--- src/hw/ffgc_pkg.sv ---
package ffgc_pkg;

    // ------------------------------------------------------------------
    // pixel and table formats
    // ------------------------------------------------------------------
    localparam int PIX_W        = 8;
    localparam int LINE_PIX_DEF = 16;
    localparam int CAL_LINES    = 16;
    localparam int CAL_SHIFT    = 4;
    localparam int ACC_W        = PIX_W + CAL_SHIFT;
    localparam int GAIN_FRAC    = 8;
    localparam int GAIN_W       = PIX_W + GAIN_FRAC;
    localparam logic [GAIN_W-1:0] GAIN_ONE = 16'h0100;

    // ------------------------------------------------------------------
    // command channel
    // ------------------------------------------------------------------
    localparam int   SEL_W = 2;
    localparam logic [SEL_W-1:0] SEL_MODE = 2'h0;
    localparam logic [SEL_W-1:0] SEL_GEN  = 2'h1;
    localparam int   CMD_W         = 8;
    localparam int   MODE_GAIN_BIT = 0;
    localparam int   MODE_OFS_BIT  = 1;
    localparam int   MODE_FREE_BIT = 2;
    localparam int   MODE_W        = 3;
    localparam int   GEN_BIT       = 0;
    localparam logic [MODE_W-1:0] MODE_RESET = 3'h0;

    // ------------------------------------------------------------------
    // timing
    // ------------------------------------------------------------------
    localparam int CLK_NS       = 100;
    localparam int FREE_RUN_NS  = 100000;
    localparam int FREE_RUN_CYC = FREE_RUN_NS / CLK_NS;

    // ------------------------------------------------------------------
    // host register map (AHB-Lite byte offsets)
    // ------------------------------------------------------------------
    localparam logic [7:0] A_CTRL = 8'h00;
    localparam logic [7:0] A_GEN  = 8'h04;
    localparam logic [7:0] A_TRIG = 8'h08;
    localparam logic [7:0] A_STAT = 8'h0C;
    localparam int   TRIG_W        = 16;
    localparam int   STAT_PEND_BIT = 0;
    localparam int   STAT_BUSY_BIT = 1;
    localparam logic [1:0] HTRANS_NONSEQ = 2'b10;

    typedef enum logic [2:0] {S_IDLE, S_ARM, S_CAL, S_MAX, S_DIV, S_WAIT, S_SWAP} ffgc_state_e;

endpackage

--- src/hw/ffgc_if.sv ---
`timescale 1ns/10ps
interface ffgc_if;
    logic                                  cmd_valid;
    logic [ffgc_pkg::SEL_W-1:0]            cmd_sel;
    logic [ffgc_pkg::CMD_W-1:0]            cmd_data;
    logic                                  cmd_ack;
    logic                                  line_trig;
    logic                                  cal_busy;
    logic                                  line_valid;
    logic                                  data_valid;
    logic [ffgc_pkg::PIX_W-1:0]            pix_data;

    modport dev  (input cmd_valid, cmd_sel, cmd_data, line_trig,
                  output cmd_ack, cal_busy, line_valid, data_valid, pix_data);
    modport host (output cmd_valid, cmd_sel, cmd_data, line_trig,
                  input cmd_ack, cal_busy, line_valid, data_valid, pix_data);
endinterface

--- src/hw/ffgc_device.sv ---
// The implementer's own choices: the address map and register access over AHB-Lite.
`timescale 1ns/10ps
// Operation
// collect sixteen lines after generate, then compute
// partner supplies sixteen triggers or waits free-run
// line and data valid keep toggling during calibration
// no command acknowledge while calibration runs
// partner holds commands until generation completes
// average each pixel over sixteen lines
// brightest average pixel is the reference
// gain per pixel raises average to reference
// new table replaces old in volatile memory
// enabled gain multiplies each outgoing pixel
// offset enable selects corrected averaging input
// generate field write starts calibration collection
// mode field write switches gain correction
// tables cover every sensor pixel, any area
// enabled offset adds stored per-pixel offset
// volatile tables lost at reset
// old table used until swap at line boundary
module ffgc_device #(
    parameter int LINE_PIX = ffgc_pkg::LINE_PIX_DEF,
    parameter int FREE_CYC = ffgc_pkg::FREE_RUN_CYC,
    parameter int IDX_W    = $clog2(LINE_PIX)
) (
    // clock and reset
    input  logic                       hclk,
    input  logic                       hresetn,
    // link to the frame grabber
    ffgc_if.dev                        lnk,
    // sensor side
    output logic                       capture_req,
    input  logic                       sens_valid,
    input  logic [ffgc_pkg::PIX_W-1:0] sens_data,
    // dark offset table load
    input  logic                       ofs_we,
    input  logic [IDX_W-1:0]           ofs_addr,
    input  logic [ffgc_pkg::PIX_W-1:0] ofs_data
);
    localparam int PW  = ffgc_pkg::PIX_W;
    localparam int GW  = ffgc_pkg::GAIN_W;
    localparam int AW  = ffgc_pkg::ACC_W;
    localparam int SW  = ffgc_pkg::CAL_SHIFT;
    localparam int PRW = PW + GW;
    localparam int FCW = $clog2(FREE_CYC + 1);
    localparam logic [IDX_W-1:0] LAST_IDX = IDX_W'(LINE_PIX - 1);

    // ------------------------------------------------------------------
    // volatile tables: contents are not reset, tab_valid guards use of the gain table
    // ------------------------------------------------------------------
    logic [PW-1:0] ofs_tab  [0:LINE_PIX-1];
    logic [GW-1:0] gain_tab [0:1][0:LINE_PIX-1];
    logic [AW-1:0] acc      [0:LINE_PIX-1];

    ffgc_pkg::ffgc_state_e       st;
    ffgc_pkg::ffgc_state_e       next_st;
    logic [ffgc_pkg::MODE_W-1:0] mode;
    logic                        bank;
    logic                        tab_valid;
    logic [IDX_W-1:0]            idx;
    logic [IDX_W-1:0]            sidx;
    logic [SW-1:0]               line_cnt;
    logic [PW-1:0]               ref_avg;
    logic [FCW-1:0]              free_cnt;
    logic                        div_done;
    logic [GW-1:0]               div_q;

    // ------------------------------------------------------------------
    // command decode
    // ------------------------------------------------------------------
    wire cmd_take = lnk.cmd_valid && (st == ffgc_pkg::S_IDLE);
    wire mode_cmd = cmd_take && (lnk.cmd_sel == ffgc_pkg::SEL_MODE);
    wire gen_cmd  = cmd_take && (lnk.cmd_sel == ffgc_pkg::SEL_GEN)
                    && lnk.cmd_data[ffgc_pkg::GEN_BIT];
    wire gain_en  = mode[ffgc_pkg::MODE_GAIN_BIT];
    wire ofs_en   = mode[ffgc_pkg::MODE_OFS_BIT];
    wire free_run = mode[ffgc_pkg::MODE_FREE_BIT];

    assign lnk.cmd_ack  = cmd_take;
    assign lnk.cal_busy = (st != ffgc_pkg::S_IDLE);

    // ------------------------------------------------------------------
    // line timing: external trigger or internal free-run period
    // ------------------------------------------------------------------
    wire free_tick = free_run && (free_cnt == FCW'(FREE_CYC - 1));
    wire trig_tick = free_run ? free_tick : lnk.line_trig;

    // ------------------------------------------------------------------
    // pixel path: offset then gain, with saturation
    // ------------------------------------------------------------------
    wire           last_pix = sens_valid && (idx == LAST_IDX);
    wire [PW:0]    ofs_sum  = {1'b0, sens_data} + {1'b0, ofs_tab[idx]};
    wire [PW-1:0]  ofs_pix  = ofs_sum[PW] ? {PW{1'b1}} : ofs_sum[PW-1:0];
    wire [PW-1:0]  pix_c    = ofs_en ? ofs_pix : sens_data;
    wire [GW-1:0]  gain_cur = tab_valid ? gain_tab[bank][idx] : ffgc_pkg::GAIN_ONE;
    wire [PRW-1:0] prod     = PRW'(pix_c) * PRW'(gain_cur);
    wire           prod_sat = |prod[PRW-1:ffgc_pkg::GAIN_FRAC+PW];
    wire [PW-1:0]  pix_gain = prod_sat ? {PW{1'b1}}
                              : prod[ffgc_pkg::GAIN_FRAC+PW-1:ffgc_pkg::GAIN_FRAC];
    wire [PW-1:0]  pix_out  = gain_en ? pix_gain : pix_c;

    // ------------------------------------------------------------------
    // calibration collection and reduction
    // ------------------------------------------------------------------
    wire          col_now   = sens_valid && ((st == ffgc_pkg::S_CAL)
                              || (st == ffgc_pkg::S_ARM && idx == '0));
    wire          first_ln  = (st == ffgc_pkg::S_ARM) || (line_cnt == '0);
    wire          cal_last  = col_now && last_pix && (line_cnt == SW'(ffgc_pkg::CAL_LINES - 1));
    wire [PW-1:0] scan_avg  = acc[sidx][AW-1:SW];
    wire          scan_last = (sidx == LAST_IDX);
    wire          div_start = (st == ffgc_pkg::S_DIV);
    wire          line_idle = !sens_valid && (idx == '0);

    ffgc_div #(
        .W (GW)
    ) u_div (
        .hclk    (hclk),
        .hresetn (hresetn),
        .start   (div_start),
        .num     ({ref_avg, {ffgc_pkg::GAIN_FRAC{1'b0}}}),
        .den     (GW'(scan_avg)),
        .done    (div_done),
        .quot    (div_q)
    );

    always_comb
    begin
        next_st = st;
        unique case (st)
            ffgc_pkg::S_IDLE: if (gen_cmd) next_st = ffgc_pkg::S_ARM;
            ffgc_pkg::S_ARM:  if (col_now) next_st = ffgc_pkg::S_CAL;
            ffgc_pkg::S_CAL:  if (cal_last) next_st = ffgc_pkg::S_MAX;
            ffgc_pkg::S_MAX:  if (scan_last) next_st = ffgc_pkg::S_DIV;
            ffgc_pkg::S_DIV:  next_st = ffgc_pkg::S_WAIT;
            ffgc_pkg::S_WAIT:
                if (div_done) next_st = scan_last ? ffgc_pkg::S_SWAP : ffgc_pkg::S_DIV;
            ffgc_pkg::S_SWAP: if (line_idle) next_st = ffgc_pkg::S_IDLE;
            default:          next_st = ffgc_pkg::S_IDLE;
        endcase
    end

    // ------------------------------------------------------------------
    // memories, written without reset
    // ------------------------------------------------------------------
    always_ff @(posedge hclk)
    begin
        if (ofs_we)
            ofs_tab[ofs_addr] <= ofs_data;
        if (col_now)
            acc[idx] <= (first_ln ? AW'(0) : acc[idx]) + AW'(pix_c);
        if (st == ffgc_pkg::S_WAIT && div_done)
            gain_tab[~bank][sidx] <= div_q;
    end

    // ------------------------------------------------------------------
    // control state
    // ------------------------------------------------------------------
    always_ff @(posedge hclk or negedge hresetn)
    begin
        if (!hresetn)
        begin
            st        <= ffgc_pkg::S_IDLE;
            mode      <= ffgc_pkg::MODE_RESET;
            bank      <= 1'b0;
            tab_valid <= 1'b0;
            line_cnt  <= '0;
            sidx      <= '0;
            ref_avg   <= '0;
        end
        else
        begin
            st <= next_st;
            if (mode_cmd)
                mode <= lnk.cmd_data[ffgc_pkg::MODE_W-1:0];
            if (gen_cmd)
                line_cnt <= '0;
            else if (col_now && last_pix)
                line_cnt <= line_cnt + 1'b1;
            if (st == ffgc_pkg::S_CAL)
            begin
                sidx    <= '0;
                ref_avg <= '0;
            end
            else if (st == ffgc_pkg::S_MAX)
            begin
                sidx <= scan_last ? '0 : sidx + 1'b1;
                if (scan_avg > ref_avg)
                    ref_avg <= scan_avg;
            end
            else if (st == ffgc_pkg::S_WAIT && div_done && !scan_last)
                sidx <= sidx + 1'b1;
            if (st == ffgc_pkg::S_SWAP && line_idle)
            begin
                bank      <= ~bank;
                tab_valid <= 1'b1;
            end
        end
    end

    // ------------------------------------------------------------------
    // line timing and video output; calibration does not gate the stream
    // ------------------------------------------------------------------
    always_ff @(posedge hclk or negedge hresetn)
    begin
        if (!hresetn)
        begin
            idx            <= '0;
            free_cnt       <= '0;
            capture_req    <= 1'b0;
            lnk.line_valid <= 1'b0;
            lnk.data_valid <= 1'b0;
            lnk.pix_data   <= '0;
        end
        else
        begin
            if (sens_valid)
                idx <= last_pix ? '0 : idx + 1'b1;
            free_cnt       <= (!free_run || free_tick) ? '0 : free_cnt + 1'b1;
            capture_req    <= trig_tick;
            lnk.data_valid <= sens_valid;
            lnk.pix_data   <= sens_valid ? pix_out : '0;
            // stays high through gaps until the last pixel of the line has passed
            lnk.line_valid <= sens_valid || (idx != '0);
        end
    end
endmodule

--- src/hw/ffgc_div.sv ---
`timescale 1ns/10ps
// restoring divider, one quotient bit per clock; a zero divisor yields all ones
module ffgc_div #(
    parameter int W = 16
) (
    // clock and reset
    input  logic         hclk,
    input  logic         hresetn,
    // request
    input  logic         start,
    input  logic [W-1:0] num,
    input  logic [W-1:0] den,
    // answer
    output logic         done,
    output logic [W-1:0] quot
);
    localparam int CW = $clog2(W + 1);

    logic [W:0]    rem;
    logic [CW-1:0] cnt;
    logic          busy;
    wire  [W:0]    shifted = {rem[W-1:0], quot[W-1]};
    wire  [W:0]    diff    = shifted - {1'b0, den};

    always_ff @(posedge hclk or negedge hresetn)
    begin
        if (!hresetn)
        begin
            rem  <= '0;
            quot <= '0;
            cnt  <= '0;
            busy <= 1'b0;
            done <= 1'b0;
        end
        else if (start)
        begin
            rem  <= '0;
            quot <= num;
            cnt  <= CW'(W);
            busy <= 1'b1;
            done <= 1'b0;
        end
        else if (busy)
        begin
            rem  <= diff[W] ? shifted : diff;
            quot <= {quot[W-2:0], ~diff[W]};
            cnt  <= cnt - 1'b1;
            busy <= (cnt != CW'(1));
            done <= (cnt == CW'(1));
        end
        else
        begin
            done <= 1'b0;
        end
    end
endmodule

--- src/flat_wrapper.sv ---
// flat-port wrapper written by rule: the top's interface ports become plain ports
module ffgc_device_flat 
#(
    parameter int LINE_PIX = ffgc_pkg::LINE_PIX_DEF,
    parameter int FREE_CYC = ffgc_pkg::FREE_RUN_CYC,
    parameter int IDX_W    = $clog2(LINE_PIX)
)
  (hclk, hresetn, capture_req, sens_valid, sens_data, ofs_we, ofs_addr, ofs_data, lnk_cmd_valid, lnk_cmd_sel, lnk_cmd_data, lnk_line_trig, lnk_cmd_ack, lnk_cal_busy, lnk_line_valid, lnk_data_valid, lnk_pix_data);
  ffgc_if lnk_i ();
  input  logic hclk;
  input  logic hresetn;
  output logic capture_req;
  input  logic sens_valid;
  input  logic [ffgc_pkg::PIX_W-1:0] sens_data;
  input  logic ofs_we;
  input  logic [IDX_W-1:0] ofs_addr;
  input  logic [ffgc_pkg::PIX_W-1:0] ofs_data;
  input wire logic [$bits(lnk_i.cmd_valid)-1:0] lnk_cmd_valid;
  input wire logic [$bits(lnk_i.cmd_sel)-1:0] lnk_cmd_sel;
  input wire logic [$bits(lnk_i.cmd_data)-1:0] lnk_cmd_data;
  input wire logic [$bits(lnk_i.line_trig)-1:0] lnk_line_trig;
  output wire logic [$bits(lnk_i.cmd_ack)-1:0] lnk_cmd_ack;
  output wire logic [$bits(lnk_i.cal_busy)-1:0] lnk_cal_busy;
  output wire logic [$bits(lnk_i.line_valid)-1:0] lnk_line_valid;
  output wire logic [$bits(lnk_i.data_valid)-1:0] lnk_data_valid;
  output wire logic [$bits(lnk_i.pix_data)-1:0] lnk_pix_data;
  assign lnk_i.cmd_valid = lnk_cmd_valid;
  assign lnk_i.cmd_sel = lnk_cmd_sel;
  assign lnk_i.cmd_data = lnk_cmd_data;
  assign lnk_i.line_trig = lnk_line_trig;
  assign lnk_cmd_ack = lnk_i.cmd_ack;
  assign lnk_cal_busy = lnk_i.cal_busy;
  assign lnk_line_valid = lnk_i.line_valid;
  assign lnk_data_valid = lnk_i.data_valid;
  assign lnk_pix_data = lnk_i.pix_data;
  ffgc_device #(.LINE_PIX(LINE_PIX), .FREE_CYC(FREE_CYC), .IDX_W(IDX_W)) u_core (.hclk(hclk), .hresetn(hresetn), .lnk(lnk_i), .capture_req(capture_req), .sens_valid(sens_valid), .sens_data(sens_data), .ofs_we(ofs_we), .ofs_addr(ofs_addr), .ofs_data(ofs_data));
endmodule
--- config.mk ---
export PLATFORM = sky130hd
export DESIGN_NAME = ffgc_device_flat
export DESIGN_NICKNAME = d
export VERILOG_FILES = /design/src/hw/ffgc_pkg.sv /design/src/hw/ffgc_if.sv /design/src/hw/ffgc_device.sv /design/src/hw/ffgc_div.sv /design/src/flat_wrapper.sv
export SDC_FILE = /design/constraint.sdc
export NUM_CORES = 1
export LEC_CHECK = 0
export BUFFER_PORTS_ARGS = -buffer_cell sky130_fd_sc_hd__buf_2
export CAP_MARGIN = 20
export CORE_ASPECT_RATIO = 1.4
export CORE_MARGIN = 2
export CORE_UTILIZATION = 35
export CTS_BUF_LIST = sky130_fd_sc_hd__clkbuf_16
export CTS_CLUSTER_SIZE = 8
export DETAILED_ROUTE_END_ITERATION = 10
export SLEW_MARGIN = 10
export SYNTH_ARGS = -nofsm -noshare
export SYNTH_HDL_FRONTEND = slang
export SYNTH_HIERARCHICAL = 1
export SYNTH_SLANG_ARGS = --single-unit
--- constraint.sdc ---
create_clock -name hclk -period 11.25 [get_ports hclk]
set_input_delay 1.125 -clock hclk [delete_from_list [all_inputs] [get_ports hclk]]
set_output_delay 1.125 -clock hclk [all_outputs]
set_load 0.05 [all_outputs]
==> metrics.md, run 1 <==
| Metric | Value |
|---|---|
| Max-slew violations | `0` |
| Post-CTS sizing | `0` |
| CP max stage cell | `dfrtp_4` |
| Metal3 WL | `5670 µm` |
| Synth top area share | `approximately 58%` |
| Net switching power | `approximately 2.2 mW` |
| CP bufs+invs | `5` |
| Multi-input gate area | `approximately 0.015 mm²` |
| Final setup fails | `0` |
| Total Wirelength | `105000 µm` |
| CTS Buf Count | `around 130` |
| HPWL after DPL | `roughly 67000 µm` |
| Via-to-Cell Ratio | `5.34` |
| DRT antenna net count | `0` |
| Cell accounting for the most synthesized area | `edfxtp_1` |
| Worst Max-Slew Pin Slew | `roughly 1.1 ns` |
| IO Port Bufs | `43` |
| Synth Area in Compound Gates | `under 10%` |
| YS warnings | `6` |
| Layout Nets | `3056` |
| Final-report hold violation count | `0` |
| Pin count of the biggest net entering global routing | `approximately 110` |
| Worst slack at placement | `around 1.5 ns` |
| Clock group share of total power | `a little over two fifths` |
| Max layer used | `met5` |
| Global route overflow | `0` |
| Root Buffer Master | `clkbuf_16` |
| Vias in the first global route | `25000` |
| CTS Buffer Depth | `3` |
| DRC | `0` |
| Layout cell share with drive strength beyond 1 | `between 20 and 25%` |
| HP Class | `primary input to async pin` |
| Avg WL per Cell | `between 20 and 25 µm` |
| Total area of sequential cells | `about 0.027 mm²` |
| Max Cap Viol | `0` |
| Top cells by area, synth | `edfxtp_1 (58%), mux4_2 (13%), dfrtp_1 (5.1%)` |
| Post-Synth XOR/XNOR Area | `around 1.1%` |
| CP Class | `flop to flop` |
| Final Cycle Share | `slightly below 90%` |
| Status | `finished, final reports clean` |
| Postcts setup bufs | `0` |
| I/O pin count | `49` |
| First-pass GRT wire length | `158000 µm` |
| Crit path top cell by count | `fa_1` |
| Peak VDD IR | `between 0.1 and 0.15 mV` |
| Async S/R FF share, synth | `around a tenth` |
| Top delay family on crit path | `adder cells` |
| Distinct cells, synth | `87` |
| Die ar. | `0.126 mm²` |
| Wl on met1 | `between 40000 and 50000 µm` |
| Crit start category | `flop` |
| Fin Clk Skew | `between 0.04 and 0.05 ns` |
| Area Overhead vs Synth | `14.8%` |
| Hold_ws | `a little under 0.4 ns` |
| Antenna diode count | `0` |
| Final Critical Period | `9.79 ns` |
| Final Util | `~40%` |
| Leakage | `between 15 and 20 nW` |
| Final worst slack | `about 1.5 ns` |
| GPL Wtd Cong | `approximately 0.86` |
| DIE WIDTH | `301 µm` |
| Reg clk slew, reported paths | `~0.050 ns` |
| Adder-cell share of the synthesized area | `about 6.7%` |
| Clk Latency, worst-skew pair | `~0.75 ns` |
| Row count | `152` |
| Total GRT Usage | `16.9%` |
| Int Power | `between 6 and 7 mW` |
| Iter 0 DRT Violations | `between 1500 and 2000` |
| Initial Utilization | `roughly a third` |
| Slew headroom | `27.2%` |
| Sequential power share | `between 40% and 50%` |
| Number of synthesized flops with an enable pin | `832` |
| Synth Register Bits | `roughly 900` |
| Fin cells | `between 4000 and 5000` |
| Synth Area per Inst | `about 16 µm²` |
| Worst Path Arrival | `about 10 ns` |
| Required time worst endpoint | `approximately 12 ns` |
| Core Area | `0.122 mm²` |
| Largest family of logic cells by synthesized area | `multiplexers` |
| Crit-path max FO | `33` |
| CTS H-tree lvls | `4` |
| Sink Count | `roughly 900` |
| Mapped Cells | `~2700` |
| Initial antenna violation count | `3` |
| Die height | `roughly 420 µm` |
| P per Cell Area | `approximately 170 mW/mm²` |
| Post-Syn Area | `~0.043 mm²` |
| Via count | `about 24000` |
| TritonCTS clock tree | `yes` |
| Seq/Total Area, Yosys | `a little over three fifths` |
| RSZ-0062 raised after global routing | `no` |
| Fillers | `between 10000 and 15000` |
| # placed instances | `4314` |
| DR WL met2 | `between 50000 and 60000 µm` |
| Hold Buf Count CTS | `0` |
| Drt pass-1 iters | `5` |
| Setup TNS | `0 ns` |
| CP Capture Type | `flop` |
| F_max | `roughly 0.10 GHz` |
| Max stage delay on crit path | `0.88 ns` |
| Prevailing post-synth register cell | `edfxtp_1` |
| Mux share of post-synthesis cell area | `between 10% and 20%` |
| Synthesized-area fraction occupied by and/or/nand/nor cells | `5.70%` |
| Power share of the combinational group | `a little over an eighth` |
| Switching Share | `between 20% and 30%` |
==> layout by cell type, fill, tap and decap left out, types with 17 or more instances in the layout <==
cell type,n
edfxtp_1,832
mux4_2,254
nor2_1,191
inv_1,180
nand2_1,155
clkbuf_16,137
mux2i_1,102
buf_4,98
ha_1,94
fa_1,86
dfrtp_1,81
a21oi_1,70
o21ai_0,59
buf_2,42
xnor2_1,37
o22ai_1,32
nand3_1,30
nor3_1,22
a21o_1,19
nor2b_1,19
or2_2,18
xor2_1,17
==> cell type report <==
type	count	share of cell area, %
repair buffers	149	2.26
flip-flops and latches	920	54.8
clock buffers	137	6.91
inverters	164	1.24
well taps	1617	4.08
clock inverters	35	0.618
multi-input cells	1472	30.1
==> worst paths after layout <==
path / slack (ns) / endpoint / startpoint / cells after the start
max: 1.46 / u_core/lnk.pix_data[3]$_DFF_PN0_ / u_core/idx[0]$_DFFE_PN0P_ / 29
min: 0.39 / u_core/u_div/rem[6]$_DFFE_PN0P_ / hresetn / 1
max reg2reg: 1.46 / u_core/lnk.pix_data[3]$_DFF_PN0_ / u_core/idx[0]$_DFFE_PN0P_ / 29
min reg2reg: 0.46 / u_core/free_cnt[0]$_DFF_PN0_ / u_core/free_cnt[0]$_DFF_PN0_ / 1
max in group asynchronous: 9.72 / u_core/idx[0]$_DFFE_PN0P_ / hresetn / 2
min in group hclk: 0.46 / u_core/free_cnt[0]$_DFF_PN0_ / u_core/free_cnt[0]$_DFF_PN0_ / 1
==> through the flow <==
step | cell area (µm²) | power (mW)
after floorplan | 43200 | 4.59
after global placement | 45700 | 5.01
after detailed placement | 45800 | 5.02
after CTS | 49500 | 8.63
after global routing | 49600 | 8.83
final | 49600 | 8.54
==> cells in the mapped netlist, drive strengths merged (65+ instances only) <==
cell / instances
a21oi: 72
clkbuf: 65
dfrtp: 88
edfxtp: 832
fa: 86
ha: 94
inv: 159
mux2i: 103
mux4: 254
nand2: 156
nor2: 201
o21ai: 69
==> registers in the layout, summed over array words and instances, names as in the netlist, 3 cells and up <==
register	count
u_core/gain_tab	512
u_core/acc	192
u_core/ofs_tab	128
u_core/u_div/quot	16
u_core/u_div/rem	16
u_core/free_cnt	10
u_core/lnk.pix_data	8
u_core/ref_avg	8
u_core/u_div/cnt	5
u_core/idx	4
u_core/line_cnt	4
u_core/sidx	4
u_core/mode	3
u_core/st	3
==> per-layer routing <==
layer	vias to the layer above	GRT usage [%]
li1	10600	-
met1	12500	20.9
met2	674	29.3
met3	184	3.07
met4	2	6.56
met5	-	0
==> cells by family (layout without fill, tap and decap cells) <==
kind of cell | count (synthesis) | after routing
simple gates | 536 | 536
fa+ha+maj | 180 | 180
other cells | 1 | 16
buf+inv | 285 | 485
xor+xnor | 54 | 54
flops | 920 | 920
mux | 361 | 361
compound gates | 325 | 325
==> power by group through the flow <==
stage / Clock [mW] / Sequential (mW) / Combinational (mW)
floorplan: 0 / 3.80 / 0.798
global placement: 0 / 3.85 / 1.17
detailed placement: 0 / 3.85 / 1.17
CTS: 3.67 / 3.78 / 1.17
global route: 3.81 / 3.78 / 1.23
finish: 3.58 / 3.78 / 1.17
(Power assumes the default switching activity.)
==> run 2, diff against run 1 <==
--- a/config.mk
+++ b/config.mk
@@ -16,5 +16,4 @@
 export SLEW_MARGIN = 10
 export SYNTH_ARGS = -nofsm -noshare
 export SYNTH_HDL_FRONTEND = slang
-export SYNTH_HIERARCHICAL = 1
 export SYNTH_SLANG_ARGS = --single-unit
==> run 2 against run 1 <==
Against the previous run: worst hold slack got worse by 0.071 ns; first-iteration DRC count down 3.3%; synthesized cell count is 6.3% lower; maximum frequency fell by 1.1%; global-route usage rose by 0.27 points; via count down 3.6%; flip-flop and latch count unchanged; count of clock-buffer cells in the layout is 4 lower; utilization barely moved; non-clock buffer count down 21; setup slack got worse by 0.11 ns.
==> metrics.md, run 2 <==
| Metric | Value |
|---|---|
| Mux share of post-synthesis cell area | `16.7% (was 15.7%)` |
| Synth Area per Inst | `17.0 µm² (was 16.2 µm²)` |
| Slew headroom | `21.3% (was 27.2%)` |
| Number of flip-flops in the largest register | `512 (unchanged)` |
| TritonCTS clock tree | `yes (unchanged)` |
| RSZ-0062 raised after global routing | `no (unchanged)` |
| RR Startpoint | `u_core.idx[0]$_DFFE_PN0P_ (was u_core/idx[0]$_DFFE_PN0P_)` |
| Status | `finished, final reports clean (unchanged)` |
| Top cells by area, synth | `edfxtp_1 (59%), mux4_2 (15%), dfrtp_1 (5.2%) (was edfxtp_1 (58%), mux4_2 (13%), dfrtp_1 (5.1%))` |
| Initial Utilization | `35.2% (was 35.3%)` |
| Avg WL per Cell | `24.5 µm (was 23.4 µm)` |
| Postcts setup bufs | `0 (unchanged)` |
| Hold_ws | `0.321 ns (was 0.392 ns)` |
| Via count | `23100 (was 24000)` |
| Post-CTS sizing | `0 (unchanged)` |
| Distinct cells, synth | `73 (was 87)` |
| Total Wirelength | `106000 µm (was 105000 µm)` |
| Number of synthesized flops with an enable pin | `832 (unchanged)` |
| Largest family of logic cells by synthesized area | `multiplexers (unchanged)` |
| F_max | `0.101 GHz (was 0.102 GHz)` |
| Root Buffer Master | `clkbuf_16 (unchanged)` |
| First-pass GRT wire length | `159000 µm (was 158000 µm)` |
| Seq/Total Area, Yosys | `64.1% (was 62.9%)` |
| Max stage delay on crit path | `0.87 ns (was 0.88 ns)` |
| Mapped Cells | `2493 (was 2662)` |
| Commonest cells in the netlist | `edfxtp_1 (832), mux4_2 (274), nor2_1 (194), inv_1 (149), nand2_1 (117) (was edfxtp_1 (832), mux4_2 (254), nor2_1 (200), inv_1 (158), nand2_1 (155))` |
| Hold Buf Count CTS | `0 (unchanged)` |
| Adder-cell share of the synthesized area | `6.60% (was 6.71%)` |
| CTS Buffer Depth | `3 (unchanged)` |
| Most common cell after layout, fill and taps aside | `edfxtp_1 (unchanged)` |
| Reg clk slew, reported paths | `0.06 ns (was 0.05 ns)` |
| HP Class | `primary input to async pin (unchanged)` |
| DRC | `0 (unchanged)` |
| Crit start category | `flop (unchanged)` |
| CP Capture Type | `flop (unchanged)` |
| Sink Count | `920 (unchanged)` |
| CP max stage cell | `dfrtp_4 (unchanged)` |
| IO Port Bufs | `43 (unchanged)` |
| Synth Area in Compound Gates | `3.55% (was 5.00%)` |
| Layout cell share with drive strength beyond 1 | `22.5% (was 21.5%)` |
| Prevailing post-synth register cell | `edfxtp_1 (unchanged)` |
| Crit path top cell by count | `fa_1 (unchanged)` |
| Iter 0 DRT Violations | `1762 (was 1823)` |
| Pin count of the biggest net entering global routing | `118 (was 109)` |
| Worst Max-Slew Pin Slew | `1.17 ns (was 1.09 ns)` |
| Syn nets | `between 2000 and 3000` |
| Setup TNS | `0 ns (unchanged)` |
| Initial antenna violation count | `3 (unchanged)` |
| Clk Latency, worst-skew pair | `0.74 ns (was 0.75 ns)` |
| GPL Wtd Cong | `0.831 (was 0.864)` |
| Fin Clk Skew | `0.0446 ns (was 0.0406 ns)` |
| Layout Nets | `2850 (was 3056)` |
| Area Overhead vs Synth | `15.2% (was 14.8%)` |
| CTS H-tree lvls | `4 (unchanged)` |
| Drt pass-1 iters | `5 (unchanged)` |
| Post-Synth XOR/XNOR Area | `1.07% (was 1.10%)` |
| Commonest non-fill, non-tap cells in the layout | `edfxtp_1 (832), mux4_2 (274), inv_1 (194), nor2_1 (177), clkbuf_16 (134) (was edfxtp_1 (832), mux4_2 (254), nor2_1 (191), inv_1 (180), nand2_1 (155))` |
| Final Critical Period | `9.90 ns (was 9.79 ns)` |
| Via-to-Cell Ratio | `5.37 (was 5.34)` |
| Die height | `416 µm (was 420 µm)` |
| Final setup fails | `0 (unchanged)` |
| Worst Path Arrival | `10.44 ns (was 10.37 ns)` |
| Vias in the first global route | `25000 (about the same)` |
| Biggest register | `u_core.gain_tab (was u_core/gain_tab)` |
| Synth top area share | `58.9% (was 57.8%)` |
| Required time worst endpoint | `11.79 ns (was 11.83 ns)` |
| Synth Register Bits | `920 (unchanged)` |
| Global route overflow | `0 (unchanged)` |
| DRT antenna net count | `0 (unchanged)` |
| Biggest registers after layout | `u_core.gain_tab (512), u_core.acc (192), u_core.ofs_tab (128) (was u_core/gain_tab (512), u_core/acc (192), u_core/ofs_tab (128))` |
| Post-Syn Area | `0.0424 mm² (was 0.0432 mm²)` |
| Final Cycle Share | `88.0% (was 87.0%)` |
| Worst setup path startpoint | `u_core.idx[0]$_DFFE_PN0P_ (was u_core/idx[0]$_DFFE_PN0P_)` |
| DIE WIDTH | `298 µm (was 301 µm)` |
| Final-report hold violation count | `0 (unchanged)` |
| Async S/R FF share, synth | `9.57% (unchanged)` |
| YS warnings | `0 (was 6)` |
| CP Class | `flop to flop (unchanged)` |
| Max-slew violations | `0 (unchanged)` |
| HPWL after DPL | `69300 µm (was 66900 µm)` |
| Cell accounting for the most synthesized area | `edfxtp_1 (unchanged)` |
| Most common cell in the netlist | `edfxtp_1 (unchanged)` |
| I/O pin count | `49 (unchanged)` |
| Die ar. | `0.124 mm² (was 0.126 mm²)` |
| Total GRT Usage | `17.2% (was 16.9%)` |
| Row count | `151 (was 152)` |
| Core Area | `0.121 mm² (was 0.122 mm²)` |
| Synthesized-area fraction occupied by and/or/nand/nor cells | `5.33% (was 5.70%)` |
| CTS Buf Count | `133 (unchanged)` |
| Max Cap Viol | `0 (unchanged)` |
| Crit-path max FO | `33 (unchanged)` |
## run 2: changes by cell type in the layout (fill, tap and decap cells not counted), sizes merged, moves of 19 or more
cell,change
o22ai,-19
mux2i,-23
inv,+19
nand2,-38
a21oi,-20
buf,-22
mux4,+20
and2,+19
## run 2: path summary, 6_finish.rpt
kind,end,slack [ns],cells after the start
max,u_core.lnk.pix_data[2]$_DFF_PN0_,1.35,29
min,u_core.lnk.data_valid$_DFF_PN0_,0.32,1
max reg2reg,u_core.lnk.pix_data[2]$_DFF_PN0_,1.35,29
min reg2reg,u_core.free_cnt[0]$_DFF_PN0_,0.48,1
max in group asynchronous,u_core.bank$_DFFE_PN0P_,9.50,2
min in group hclk,u_core.free_cnt[0]$_DFF_PN0_,0.48,1
## run 2: logic make-up (layout without fill, tap and decap cells)
family,count (synthesis),in the layout
flops,920,920
fa+ha+maj,172,172
other cells,0,1
mux,364,364
simple gates,488,488
compound gates,228,228
xor+xnor,52,52
buf+inv,269,478
## run 2: layer usage
layer / track usage, % / part of all wire (%)
met1: 19.2 / 37
met2: 32.4 / 56
met3: 2.75 / 4.3
met4: 6.64 / 3.4
met5: 0 / 0
## run 2: critical path: cells and delay by family (launching register included)
| kind | cells | cell delay [ns] |
|---|---|---|
| multiplexers | 2 | 1.12 |
| buffers and inverters | 5 | 0.79 |
| AND/OR/NAND/NOR | 6 | 1.82 |
| adder cells (fa/ha/maj) | 7 | 2.87 |
| flip-flops | 1 | 0.87 |
| AO/OA/AOI/OAI | 9 | 2.19 |
## run 2: metrics by stage
stage | instances | util, % | setup WS [ns] | instance area (µm²)
after global placement | 4098 | 37.1 | 1.59 | 44700
final | 4309 | 40.5 | 1.35 | 48800
after detailed placement | 4098 | 37.1 | 1.45 | 44700
after CTS | 4293 | 40.3 | 1.35 | 48600
after floorplan | 2493 | - | 1.41 | 42400
after global routing | 4309 | 40.5 | 0.839 | 48800
## run 2: final cells by class
| type | count | area (µm²) |
|---|---|---|
| Timing Repair Buffer | 128 | 1030 |
| Clock inverter | 62 | 479 |
| Clock buffer | 133 | 3330 |
| Sequential cell | 920 | 27200 |
| Tap cell | 1606 | 2010 |
| Fill cell | 10800 | 71700 |
| Multi-Input combinational cell | 1304 | 14200 |
| Inverter | 155 | 582 |
| Antenna cell | 1 | 2.50 |
Power of run 2 is left out: the tool's default activity adds up to more than one toggle a clock period on the data nets, which glitch-free logic cannot reach.
